### src/verilog/menu_nav_defs.svh
// constants for the operator menu navigator: timing and value limits
// assumes a 10 MHz system clock
`ifndef MENU_NAV_DEFS_SVH
`define MENU_NAV_DEFS_SVH
`define CLK_HZ            10000000
`define MS_PER_S          1000
`define TICK_CYCLES       (`CLK_HZ / 1000)
`define LONG_PRESS_MS     2000
`define IDLE_TIMEOUT_MS   30000
`define PHASE_WAIT_MS     2000
`define TIMED_HOLD_MS     2000
`define MIN_HEAT_C        16'h0028
`define CAL_MAX_C         16'h0028
`define CAL_BASE_RESET    16'h0014
`define SEAL_RESET        16'h0000
`define PRE_RESET         16'h0000
`endif

### src/verilog/menu_nav_pkg.sv
// types for the operator menu navigator
// no assumptions beyond the defs header
package menu_nav_pkg;
    typedef enum logic [2:0] {
        home_item,
        seal_setpoint_item,
        preheat_setpoint_item,
        calibration_item,
        phase_correction_item,
        hold_mode_item,
        alarm_item
    } item_type;
    typedef enum logic [1:0] {
        hold_off,
        hold_on,
        timed_hold_option
    } hold_type;
endpackage

### src/verilog/menu_nav.sv
// operator menu navigator: keys, timeouts, alarm handling, start requests
// keys are raw pins; alarm and calibration status from same-clock logic
`timescale 1ns/1ps
`include "menu_nav_defs.svh"
module menu_nav
    import menu_nav_pkg::*;
#(
    parameter int LONG_MS  = `LONG_PRESS_MS,
    parameter int IDLE_MS  = `IDLE_TIMEOUT_MS,
    parameter int PHASE_MS = `PHASE_WAIT_MS,
    parameter int HOLD_MS  = `TIMED_HOLD_MS,
    parameter int TICK_CYC = `TICK_CYCLES
)
(
    // clock and reset
    input  wire logic        SYS_CLK,
    input  wire logic        RST,
    // keypad pins
    input  wire logic        MENU_KEY,
    input  wire logic        UP_KEY,
    input  wire logic        DOWN_KEY,
    input  wire logic        ENTER_KEY,
    input  wire logic        RESET_KEY,
    input  wire logic        MANUAL_HEAT_KEY,
    // controller status
    input  wire logic        ALARM_ACTIVE,
    input  wire logic        PREHEAT_SELECT,
    input  wire logic [15:0] SETPOINT_MAX,
    input  wire logic [15:0] ACTUAL_TEMP,
    input  wire logic        HEAT_PHASE_END,
    input  wire logic        CAL_DONE,
    input  wire logic        CAL_OK,
    input  wire logic [1:0]  PHASE_MODE,
    input  wire logic [1:0]  HOLD_MODE_SEL,
    // display and requests
    output logic [2:0]       MENU_ITEM,
    output logic [15:0]      DISPLAY_VALUE,
    output logic             HOLD_LED,
    output logic             LABEL_FLASH,
    output logic [15:0]      SEAL_SETPOINT,
    output logic [15:0]      PREHEAT_SETPOINT,
    output logic [15:0]      CAL_BASE_TEMP,
    output logic             CAL_START,
    output logic             PHASE_START,
    output logic             HEAT_START,
    output logic [15:0]      HEAT_TARGET,
    output logic             ERROR_ACK,
    output logic             CAL_ERROR
);
    // phase mode codes: 0 off, 1 on, 2 automatic
    function automatic logic [15:0] step_up(input logic [15:0] v,
                                            input logic [15:0] mx);
        if (v == 16'h0000)
            step_up = (`MIN_HEAT_C <= mx) ? `MIN_HEAT_C : v;
        else if (v < mx)
            step_up = v + 16'h0001;
        else
            step_up = v;
    endfunction

    function automatic logic [15:0] step_dn(input logic [15:0] v);
        if (v <= `MIN_HEAT_C)
            step_dn = 16'h0000;
        else
            step_dn = v - 16'h0001;
    endfunction

    logic [5:0]  s1_reg;
    logic [5:0]  s2_reg;
    logic [5:0]  k_reg;
    logic [5:0]  kp_reg;
    logic [15:0] tick_cnt_reg;
    logic        tick_reg;
    logic [15:0] press_ms_reg;
    logic [15:0] idle_ms_reg;
    logic [15:0] phase_ms_reg;
    logic [15:0] hold_ms_reg;
    logic        alarm_prev_reg;
    logic        cal_busy_reg;
    logic        long_fired_reg;
    logic [15:0] held_reg;
    item_type    item_reg;
    item_type    item_next;

    wire logic [5:0] rise = k_reg & ~kp_reg;
    wire logic menu_rel  = kp_reg[0] & ~k_reg[0];
    wire logic up_p      = rise[1];
    wire logic dn_p      = rise[2];
    wire logic ent_p     = rise[3];
    wire logic rst_p     = rise[4];
    wire logic man_p     = rise[5];
    wire logic any_p     = |rise;
    wire logic short_rel = menu_rel && !long_fired_reg &&
                           press_ms_reg < 16'(LONG_MS);
    // held or just released: a release right at the limit still counts long
    wire logic long_now  = kp_reg[0] && !long_fired_reg &&
                           press_ms_reg >= 16'(LONG_MS);
    wire logic alarm_rise = ALARM_ACTIVE && !alarm_prev_reg;
    wire logic cal_good  = CAL_DONE && CAL_OK;

    // key synchronisers and edge history
    always_ff @(posedge SYS_CLK or posedge RST)
        if (RST)
        begin
            s1_reg <= 6'h00;
            s2_reg <= 6'h00;
            k_reg  <= 6'h00;
            kp_reg <= 6'h00;
        end
        else
        begin
            s1_reg <= {MANUAL_HEAT_KEY, RESET_KEY, ENTER_KEY,
                       DOWN_KEY, UP_KEY, MENU_KEY};
            s2_reg <= s1_reg;
            k_reg  <= s2_reg;
            kp_reg <= k_reg;
        end

    // millisecond tick
    always_ff @(posedge SYS_CLK or posedge RST)
        if (RST)
        begin
            tick_cnt_reg <= 16'h0000;
            tick_reg     <= 1'b0;
        end
        else if (tick_cnt_reg == 16'(TICK_CYC - 1))
        begin
            tick_cnt_reg <= 16'h0000;
            tick_reg     <= 1'b1;
        end
        else
        begin
            tick_cnt_reg <= tick_cnt_reg + 16'h0001;
            tick_reg     <= 1'b0;
        end

    // menu press length, counted from press to release
    always_ff @(posedge SYS_CLK or posedge RST)
        if (RST)
        begin
            press_ms_reg   <= 16'h0000;
            long_fired_reg <= 1'b0;
        end
        else if (rise[0])
        begin
            press_ms_reg   <= 16'h0000;
            long_fired_reg <= 1'b0;
        end
        else
        begin
            if (k_reg[0] && tick_reg && press_ms_reg != 16'hffff)
                press_ms_reg <= press_ms_reg + 16'h0001;
            if (long_now)
                long_fired_reg <= 1'b1;
        end

    // inactivity timer
    always_ff @(posedge SYS_CLK or posedge RST)
        if (RST)
            idle_ms_reg <= 16'h0000;
        else if (any_p || item_reg != item_next)
            idle_ms_reg <= 16'h0000;
        else if (tick_reg && idle_ms_reg != 16'hffff)
            idle_ms_reg <= idle_ms_reg + 16'h0001;

    // phase item wait timer
    always_ff @(posedge SYS_CLK or posedge RST)
        if (RST)
            phase_ms_reg <= 16'h0000;
        else if (item_reg != phase_correction_item)
            phase_ms_reg <= 16'h0000;
        else if (tick_reg && phase_ms_reg != 16'hffff)
            phase_ms_reg <= phase_ms_reg + 16'h0001;

    // menu position
    always_comb
    begin
        item_next = item_reg;
        if (alarm_rise)
            item_next = alarm_item;
        else if (long_now)
            item_next = ALARM_ACTIVE ? alarm_item : home_item;
        else if (cal_busy_reg && CAL_DONE)
        begin
            if (cal_good && PHASE_MODE == 2'h1)
                item_next = phase_correction_item;
            else if (!cal_good && ALARM_ACTIVE)
                item_next = alarm_item;
            else
                item_next = home_item;
        end
        else if (cal_busy_reg)
            item_next = item_reg;
        else
            case (item_reg)
                alarm_item:
                    if (rst_p)
                        item_next = home_item;
                    else if (short_rel)
                        item_next = calibration_item;
                home_item:
                    if (short_rel)
                        item_next = seal_setpoint_item;
                seal_setpoint_item:
                    if (short_rel)
                        item_next = preheat_setpoint_item;
                preheat_setpoint_item:
                    if (short_rel)
                        item_next = calibration_item;
                calibration_item:
                    if (short_rel)
                        item_next = phase_correction_item;
                phase_correction_item:
                    if (short_rel)
                        item_next = hold_mode_item;
                    else if (ent_p || phase_ms_reg >= 16'(PHASE_MS))
                        item_next = home_item;
                hold_mode_item:
                    if (short_rel)
                        item_next = home_item;
                default:
                    item_next = home_item;
            endcase
        if (!alarm_rise && !long_now && !cal_busy_reg &&
            idle_ms_reg >= 16'(IDLE_MS) &&
            item_next != calibration_item && item_next != alarm_item)
            item_next = home_item;
    end

    always_ff @(posedge SYS_CLK or posedge RST)
        if (RST)
        begin
            item_reg       <= home_item;
            alarm_prev_reg <= 1'b0;
        end
        else
        begin
            item_reg       <= item_next;
            alarm_prev_reg <= ALARM_ACTIVE;
        end

    // setpoints
    always_ff @(posedge SYS_CLK or posedge RST)
        if (RST)
        begin
            SEAL_SETPOINT    <= `SEAL_RESET;
            PREHEAT_SETPOINT <= `PRE_RESET;
            CAL_BASE_TEMP    <= `CAL_BASE_RESET;
        end
        else if (item_reg == seal_setpoint_item && up_p)
            SEAL_SETPOINT <= step_up(SEAL_SETPOINT, SETPOINT_MAX);
        else if (item_reg == seal_setpoint_item && dn_p)
            SEAL_SETPOINT <= step_dn(SEAL_SETPOINT);
        else if (item_reg == preheat_setpoint_item && up_p)
            PREHEAT_SETPOINT <= step_up(PREHEAT_SETPOINT,
                                        SETPOINT_MAX);
        else if (item_reg == preheat_setpoint_item && dn_p)
            PREHEAT_SETPOINT <= step_dn(PREHEAT_SETPOINT);
        else if (item_reg == calibration_item && !cal_busy_reg && up_p &&
                 CAL_BASE_TEMP < `CAL_MAX_C)
            CAL_BASE_TEMP <= CAL_BASE_TEMP + 16'h0001;
        else if (item_reg == calibration_item && !cal_busy_reg && dn_p &&
                 CAL_BASE_TEMP != 16'h0000)
            CAL_BASE_TEMP <= CAL_BASE_TEMP - 16'h0001;

    // calibration, phase correction and heat requests
    always_ff @(posedge SYS_CLK or posedge RST)
        if (RST)
        begin
            cal_busy_reg <= 1'b0;
            CAL_START    <= 1'b0;
            PHASE_START  <= 1'b0;
            HEAT_START   <= 1'b0;
            HEAT_TARGET  <= 16'h0000;
            ERROR_ACK    <= 1'b0;
            CAL_ERROR    <= 1'b0;
            LABEL_FLASH  <= 1'b0;
        end
        else
        begin
            CAL_START   <= item_reg == calibration_item && ent_p &&
                           !cal_busy_reg;
            PHASE_START <= (item_reg == phase_correction_item && ent_p) ||
                           (cal_busy_reg && cal_good &&
                            PHASE_MODE == 2'h2);
            ERROR_ACK   <= item_reg == alarm_item && rst_p;
            HEAT_START  <= item_reg == home_item && man_p &&
                           SEAL_SETPOINT >= `MIN_HEAT_C &&
                           (!PREHEAT_SELECT ||
                            PREHEAT_SETPOINT >= `MIN_HEAT_C);
            if (man_p)
                HEAT_TARGET <= (PREHEAT_SELECT &&
                                PREHEAT_SETPOINT != 16'h0000) ?
                               PREHEAT_SETPOINT : SEAL_SETPOINT;
            if (item_reg == calibration_item && ent_p)
                cal_busy_reg <= 1'b1;
            else if (CAL_DONE)
                cal_busy_reg <= 1'b0;
            LABEL_FLASH <= cal_busy_reg && !CAL_DONE;
            if (cal_busy_reg && CAL_DONE)
                CAL_ERROR <= !CAL_OK;
            else if (ERROR_ACK)
                CAL_ERROR <= 1'b0;
        end

    // hold capture and display value
    always_ff @(posedge SYS_CLK or posedge RST)
        if (RST)
        begin
            held_reg      <= 16'h0000;
            hold_ms_reg   <= 16'h0000;
            HOLD_LED      <= 1'b0;
            DISPLAY_VALUE <= 16'h0000;
            MENU_ITEM     <= 3'h0;
        end
        else
        begin
            MENU_ITEM <= item_reg;
            if (HEAT_PHASE_END)
                held_reg <= ACTUAL_TEMP;
            if (HEAT_PHASE_END)
                hold_ms_reg <= 16'h0000;
            else if (tick_reg && hold_ms_reg != 16'hffff)
                hold_ms_reg <= hold_ms_reg + 16'h0001;
            case (hold_type'(HOLD_MODE_SEL))
                hold_on:
                begin
                    HOLD_LED      <= 1'b1;
                    DISPLAY_VALUE <= held_reg;
                end
                timed_hold_option:
                begin
                    HOLD_LED      <= hold_ms_reg < 16'(HOLD_MS);
                    DISPLAY_VALUE <= (hold_ms_reg < 16'(HOLD_MS)) ?
                                     held_reg : ACTUAL_TEMP;
                end
                default:
                begin
                    HOLD_LED      <= 1'b0;
                    DISPLAY_VALUE <= ACTUAL_TEMP;
                end
            endcase
        end
endmodule

### config.mk
export PLATFORM = sky130hd
export DESIGN_NAME = menu_nav
export DESIGN_NICKNAME = d
export VERILOG_FILES = /design/src/verilog/menu_nav_pkg.sv /design/src/verilog/menu_nav.sv
export VERILOG_INCLUDE_DIRS = /design/src /design/src/verilog
export SDC_FILE = /design/constraint.sdc
export NUM_CORES = 1
export LEC_CHECK = 0
export BUFFER_PORTS_ARGS = -buffer_cell sky130_fd_sc_hd__buf_4
export CORE_MARGIN = 10
export CORE_UTILIZATION = 40
export DETAILED_ROUTE_END_ITERATION = 10
export GPL_TIMING_DRIVEN = 0
export SYNTH_ARGS = -nofsm -noshare
export SYNTH_HDL_FRONTEND = slang
export SYNTH_SLANG_ARGS = --single-unit
### constraint.sdc
create_clock -name SYS_CLK -period 10 [get_ports SYS_CLK]
set_clock_uncertainty 0.2 [all_clocks]
set_input_delay 1.5 -clock SYS_CLK [delete_from_list [all_inputs] [get_ports SYS_CLK]]
set_output_delay 1.5 -clock SYS_CLK [all_outputs]
set_load 0.01 [all_outputs]
==> summary.txt, run 1 <==
Clock network
  • # clock sinks: 217
  • Cts hold-fix bufs: 0
  • Total CTS buffers: 27
  • Post-CTS setup buffers: 0
  • CTS max path bufs: 3
  • PostCTS Resize Cnt: 0
  • TritonCTS clock tree: built
  • # H-tree levels: 1
  • Reg clk slew, reported paths: 0.06 ns
  • Clk_lat worst skew: 0.54 ns
  • Root buf cell: clkbuf_16

STA
  • Hold Slack: 0.1439 ns
  • Final setup viols: 0
  • F_max: 190.5 MHz
  • Worst Max-Slew Pin Slew: 0.9925 ns
  • Final min period: 5.249 ns
  • RSZ-0062 raised after global routing: no
  • Endpoints failing hold: 0
  • Slew Limit Fails: 0
  • Period Utilization, post-route: 52.49%
  • Slew headroom: 33.64%
  • Total Neg Setup Slack: 0 ns

Yosys
  • Post-synthesis compound-gate area fraction: 15.27%
  • Mapped Area: 12140 µm²
  • Post-synth EDFFs: 0
  • Cells after synthesis: 1288
  • Synth Area in XOR/XNOR: 6.135%
  • Syn_area_per_cell: 9.422 µm²
  • Share of synthesized registers carrying an async set or reset: 100.0%
  • Seq cells post-synth: 217
  • Post-Synth Simple-Gate Area: 20.12%
  • Largest family of logic cells by synthesized area: simple AND/OR/NAND/NOR gates
  • Ys Warns: 0
  • Register area share after synthesis: 44.77%
  • Count of different cell masters after synthesis: 72
  • Dominant synthesized flop cell: dfrtp_1
  • Dominant cell type by area after synthesis: dfrtp_1
  • Top-area cell type share of the netlist area: 44.33%
  • Synth area leaders: dfrtp_1 (44%), ha_1 (6.2%), nor2_1 (4.4%)
  • Post-Synth Adder-Cell Area: 6.351%
  • Post-synthesis mux area share: 3.536%
  • Mapped Nets: 1398

Global route
  • Initial antenna violation count: 0
  • Overall Global Routing Usage: 16.39%
  • Total global routing overflow: 0
  • First-pass GRT wire length: 52720 µm
  • Largest net degree at the start of global routing: 117
  • Vias in the first global route: 9869

Min path
  • Worst hold path type: flip-flop to flip-flop
  • Hold depth: 0

Power
  • Net Sw Power: 1.121 mW
  • Peak supply drop: 0.0001087 V
  • Pwr Total: 3.218 mW
  • Clock share of power: 31.1%
  • Gate power share: 33.6%
  • Flop pwr share: 35.4%
  • Leak pwr: 6.323 nW
  • Cell Pwr Density: 220.3 nW/µm²
  • Switch share: 34.82%
  • Internal: 2.097 mW

Finish
  • Share of layout cells above drive strength 1: 15.83%
  • Post-layout net count: 1566
  • Most common cell after layout, fill and taps aside: dfrtp_1
  • Number of fill cells: 2803
  • Multi-input gate area: 6238 µm²
  • Register Area: 5433 µm²
  • # diodes: 0
  • Most frequent cells in the layout: dfrtp_1 (215), buf_4 (143), nor2_1 (143)
  • Layout area overhead: 20.35%

Route
  • Routed Antenna Nets: 0
  • DR pass1 iterations: 5
  • Final wirelength: 31860 µm
  • Avg Vias per Cell: 5.430
  • Avg WL per Cell: 17.11 µm
  • Detailed-route DRC error count: 0
  • Drt initial violations: 654
  • Via count: 10110

Floorplan
  • Die height: 194.2 µm
  • Die Area: 37710 µm²
  • Row cnt: 63
  • Initial core utilization: 40.73%
  • IO Count: 139
  • Core Area: 29800 µm²
  • Die W: 194.2 µm

Worst setup path
  • Biggest cell delay along the critical path: 0.85 ns
  • Crit path kind: flip-flop to flip-flop
  • R2r worst-path depth: 12
  • Crit path max-delay cell type: nand4_1
  • Critical path arrival: 5.50 ns
  • Critical path, cell by cell: or4_1 -> nor4_1 -> nand4_1 -> fa_1 -> a21o_1 -> a21oi_1 -> nor2b_1 -> o22ai_1 -> o21ai_0 -> o41ai_1 -> mux2_2 -> o2111ai_1
  • WP data required: 10.25 ns
  • Reg2Reg Setup Slack: 4.75 ns
  • CP endpoint kind: flip-flop
  • Worst Path Max Fanout: 19
  • Crit start category: flip-flop

Outcome
  • Status: complete, no violations

Placed design
  • # port buffers: 138
  • DP HPWL: 23220 µm
  • RD Place Congestion: 0.8851

Run
  • # Max-Cap Violations: 0
cells by family after synthesis:
| family | Yosys count |
|---|---|
| buffers and inverters | 112 |
| adder cells (fa/ha/maj) | 61 |
| multiplexers | 40 |
| AND/OR/NAND/NOR | 489 |
| XOR/XNOR | 85 |
| flip-flops | 217 |
| AO/OA/AOI/OAI | 284 |
metal layers:
layer  part of all wire, %  global-route usage, %  vias to the layer above
li1                      -                      -                     4960
met1                    46                  22.33                     4821
met3                   5.7                  2.801                       45
met5                     0                      0                        -
met2                    47                  26.62                      285
met4                   1.9                  3.634                        0
per-stage QoR:
step	cell area, µm²	setup slack, ns	util, %	cells
6_report	14610	4.751	49.02	1862
5_1_grt	14610	4.284	49.02	1862
4_1_cts	14610	4.683	49.02	1862
3_5_place_dp	13690	4.727	45.96	1817
3_3_place_gp	13660	-0.4892	45.84	1816
2_1_floorplan	12140	2.367	-	1288
synth_stat cells, types with 4 or more instances:
master    number
or2_2          5
nand2_1       87
and3_1        18
buf_4          5
a21o_1        13
nor4_1        19
dfrtp_1      215
nor3_1        43
o211ai_1       9
mux2_2        23
buf_2          8
ha_1          60
a21oi_1       53
or3_1         16
a22oi_1       15
and2_1        14
a31oi_1        4
nor3b_1        5
nand4_1       31
mux2i_1       17
nand2b_1      17
nor2b_1       12
a22o_1        18
o21a_1         6
a211oi_1       7
o21ai_0       78
inv_1         49
o31ai_1       23
o21bai_1       5
xor2_1        50
and4_1         6
nand3_1       51
o22ai_1       19
xnor2_1       35
nor2_1       143
or4_1          6
clkbuf_1      46
nand3b_1       6
final timing paths:
kind / start / to
setup / recovery: CAL_BASE_TEMP[11]$_DFFE_PP0P_ / CAL_BASE_TEMP[14]$_DFFE_PP0P_
hold / removal: s2_reg[5]$_DFF_PP0_ / k_reg[5]$_DFF_PP0_
setup reg to reg: CAL_BASE_TEMP[11]$_DFFE_PP0P_ / CAL_BASE_TEMP[14]$_DFFE_PP0P_
hold reg to reg: s2_reg[5]$_DFF_PP0_ / k_reg[5]$_DFF_PP0_
max in group asynchronous: RST / SEAL_SETPOINT[15]$_DFFE_PP0P_
min in group asynchronous: RST / hold_ms_reg[7]$_DFFE_PP0P_
power groups by stage:
stage,sequential [mW],combinational [mW],clock (mW)
2_1_floorplan,1.15,0.687,0
6_report,1.14,1.08,1.00
5_1_grt,1.16,1.21,1.06
3_5_place_dp,1.15,1.08,0
4_1_cts,1.14,1.09,1.03
3_3_place_gp,1.15,1.07,0
area by class of cell:
class	count	share of cell area, %
clock inverter	6	0.8224
clock buffer	39	5.414
buffer	63	1.919
timing repair buffer	139	7.282
tap	390	3.341
multi-input combinational	959	42.71
sequential	217	37.20
inverter	49	1.311
worst max-delay path, delay by kind of cell, from the launching register on:
kind | cells | cell delay, ns
simple gates | 4 | 1.95
compound gates | 6 | 1.40
flops | 1 | 0.42
mux | 1 | 0.39
fa+ha+maj | 1 | 0.79
Power figures use the tool's default switching activity.
==> run 2: changes to the inputs <==
Clock period 10 ns to 5.5 ns, I/O delays scaled along.
==> run 2 against run 1 <==
Sequential power is 82% higher. Total power is 76% higher. Final area is 0.13% higher. Wire length rose by 0.22%. Core utilization grew 0.063 points. Critical path depth rose by 3. Sequential share of layout area about the same. Register-to-register slack got worse by 3.7 ns. Die area unchanged. Cell count up 0.64%. Hold slack got worse by 0.012 ns. Sequential cell count unchanged. Critical path type unchanged.
==> summary.txt, run 2 (synthesis gave the netlist of run 1 again) <==
Outcome
  • Status: complete, no violations

Clock network
  • TritonCTS clock tree: built
  • Reg clk slew, reported paths: 0.06 ns (about the same)
  • CTS max path bufs: 3 (unchanged)
  • # clock sinks: 217 (unchanged)
  • # H-tree levels: 1 (unchanged)
  • Root buf cell: clkbuf_16
  • PostCTS Resize Cnt: 0 (unchanged)
  • Total CTS buffers: 26 (-3.7%)
  • Cts hold-fix bufs: 0 (unchanged)
  • Clk_lat worst skew: 0.54 ns (about the same)

Finish
  • Utilization after layout: 49.08% (+0.063 points)
  • Layout area overhead: 20.51%
  • Post-layout net count: 1574 (+0.51%)
  • Most frequent cells in the layout: dfrtp_1 (215), buf_4 (147), nor2_1 (143)
  • Share of layout cells above drive strength 1: 16.18% (+0.35 points)
  • Most common cell after layout, fill and taps aside: dfrtp_1

Route
  • Avg WL per Cell: 17.04 µm (-0.42%)
  • Avg Vias per Cell: 5.455 (+0.45%)
  • DR pass1 iterations: 5 (unchanged)
  • Via count: 10220 (+1.1%)
  • Routed Antenna Nets: 0 (unchanged)
  • Drt initial violations: 613 (-6.3%)
  • Final wirelength: 31930 µm (+0.22%)
  • Detailed-route DRC error count: 0 (unchanged)

Worst setup path
  • Reg2Reg Setup Slack: 1.05 ns (-3.70 ns)
  • Critical path arrival: 4.69 ns (-0.81 ns)
  • Worst path bufs/invs: 3 (+3)
  • CP endpoint kind: flip-flop
  • R2r worst-path depth: 15 (+3)
  • Crit path kind: flip-flop to flip-flop
  • WP data required: 5.73 ns (-4.52 ns)
  • Crit start category: flip-flop
  • Biggest cell delay along the critical path: 0.42 ns (-0.43 ns)
  • Reg2reg start: item_reg[1]$_DFF_PP0_
  • Worst Path Max Fanout: 10 (-9)
  • CP top delay family: compound AO/OA/AOI/OAI gates
  • Crit path max-delay cell type: clkbuf_1
  • Critical path, cell by cell: buf_2 -> clkbuf_1 -> nand3b_1 -> nor2_1 -> nand4_1 -> buf_4 -> fa_1 -> a21o_1 -> a21oi_1 -> nor2b_1 -> o22ai_1 -> o21ai_0 -> o41ai_1 -> mux2_2 -> o2111ai_1
  • FF-to-FF End: CAL_BASE_TEMP[14]$_DFFE_PP0P_

STA
  • Worst Slack Setup Final: 1.046 ns (-3.704 ns)
  • Total Neg Setup Slack: 0 ns (unchanged)
  • Endpoints failing hold: 0 (unchanged)
  • Slew headroom: 43.17% (+9.5 points)
  • Final setup viols: 0 (unchanged)
  • Slew Limit Fails: 0 (unchanged)
  • F_max: 224.5 MHz (+18%)
  • Period Utilization, post-route: 80.98% (+28 points)
  • Worst Max-Slew Pin Slew: 0.8507 ns (-0.1418 ns)
  • RSZ-0062 raised after global routing: no
  • Final min period: 4.454 ns (-0.7955 ns)

Global route
  • Largest net degree at the start of global routing: 41 (-65%)
  • Overall Global Routing Usage: 16.49% (+0.094 points)
  • Total global routing overflow: 0 (unchanged)
  • First-pass GRT wire length: 53160 µm (+0.83%)
  • Initial antenna violation count: 1 (+1)
  • Vias in the first global route: 10210 (+3.4%)

Floorplan
  • Die height: 194.2 µm (unchanged)
  • IO Count: 139 (unchanged)
  • Die W: 194.2 µm (unchanged)
  • Initial core utilization: 40.73% (unchanged)
  • Core Area: 29800 µm² (unchanged)
  • Die Area: 37710 µm² (unchanged)
  • Row cnt: 63 (unchanged)

Power
  • Cell Pwr Density: 388.1 nW/µm² (+76%)
  • Peak supply drop: 0.0002490 V (+130%)
  • Leak pwr: 6.329 nW (about the same)

Placed design
  • DP Worst Slack: 0.3510 ns (-4.376 ns)
  • DP HPWL: 23860 µm (+2.8%)
  • RD Place Congestion: 0.8937 (+0.97%)
  • # port buffers: 138 (unchanged)

Min path
  • Worst hold path type: input port to asynchronous set/reset pin

Run
  • # Max-Cap Violations: 0 (unchanged)
-- run 2: per-stage QoR --
step                area [µm²]  power (mW)  std cells  hold WS [ns]
floorplan                12140       3.334       1288        0.1312
global placement         13660       4.037       1816        0.1318
detailed placement       13780       4.080       1822        0.1347
CTS                      14590       5.738       1869        0.1227
global route             14620       6.069       1873        0.1485
finish                   14620       5.676       1874        0.1323
-- run 2: worst max path at each step --
stage,start,cells after the start,to
floorplan,CAL_BASE_TEMP[11]$_DFFE_PP0P_,12,CAL_BASE_TEMP[14]$_DFFE_PP0P_
global placement,RST,2,SEAL_SETPOINT[13]$_DFFE_PP0P_
detailed placement,item_reg[1]$_DFF_PP0_,14,CAL_BASE_TEMP[14]$_DFFE_PP0P_
CTS,item_reg[1]$_DFF_PP0_,14,CAL_BASE_TEMP[14]$_DFFE_PP0P_
global route,item_reg[1]$_DFF_PP0_,15,CAL_BASE_TEMP[14]$_DFFE_PP0P_
finish,item_reg[1]$_DFF_PP0_,15,CAL_BASE_TEMP[14]$_DFFE_PP0P_
-- run 2: routing by layer --
layer  global-route usage [%]  part of all wire, %  vias to the layer above
li1                         -                    -                     4996
met1                    21.49                   45                     4946
met2                    27.68                   48                      236
met3                    2.887                  5.8                       44
met4                    4.089                  1.6                        0
met5                        0                    0                        -
-- run 2: what timing repair did --
| action | 4_1_cts | 5_1_grt |
|---|---|---|
| buffers inserted | 0 | 4 |
| endpoints found under the hold margin | 0 | 0 |
| setup endpoints to repair | 0 | 1 |
-- run 2: power breakdown --
group,switching (mW),internal (mW),leakage [nW],total (mW)
clock network,0.670,0.952,0.401,1.62
registers,0.264,1.81,2.70,2.07
logic,1.10,0.883,3.23,1.98
-- run 2: cell type report --
cell class / instances / area, µm²
buffer: 63 / 280.3
clock buffer: 41 / 767.0
inverter: 49 / 187.7
fill: 2831 / 15170
antenna: 1 / 2.502
timing repair buffer: 148 / 1186
clock inverter: 6 / 41.29
sequential: 217 / 5433
multi-input combinational: 959 / 6238
tap: 390 / 488.0
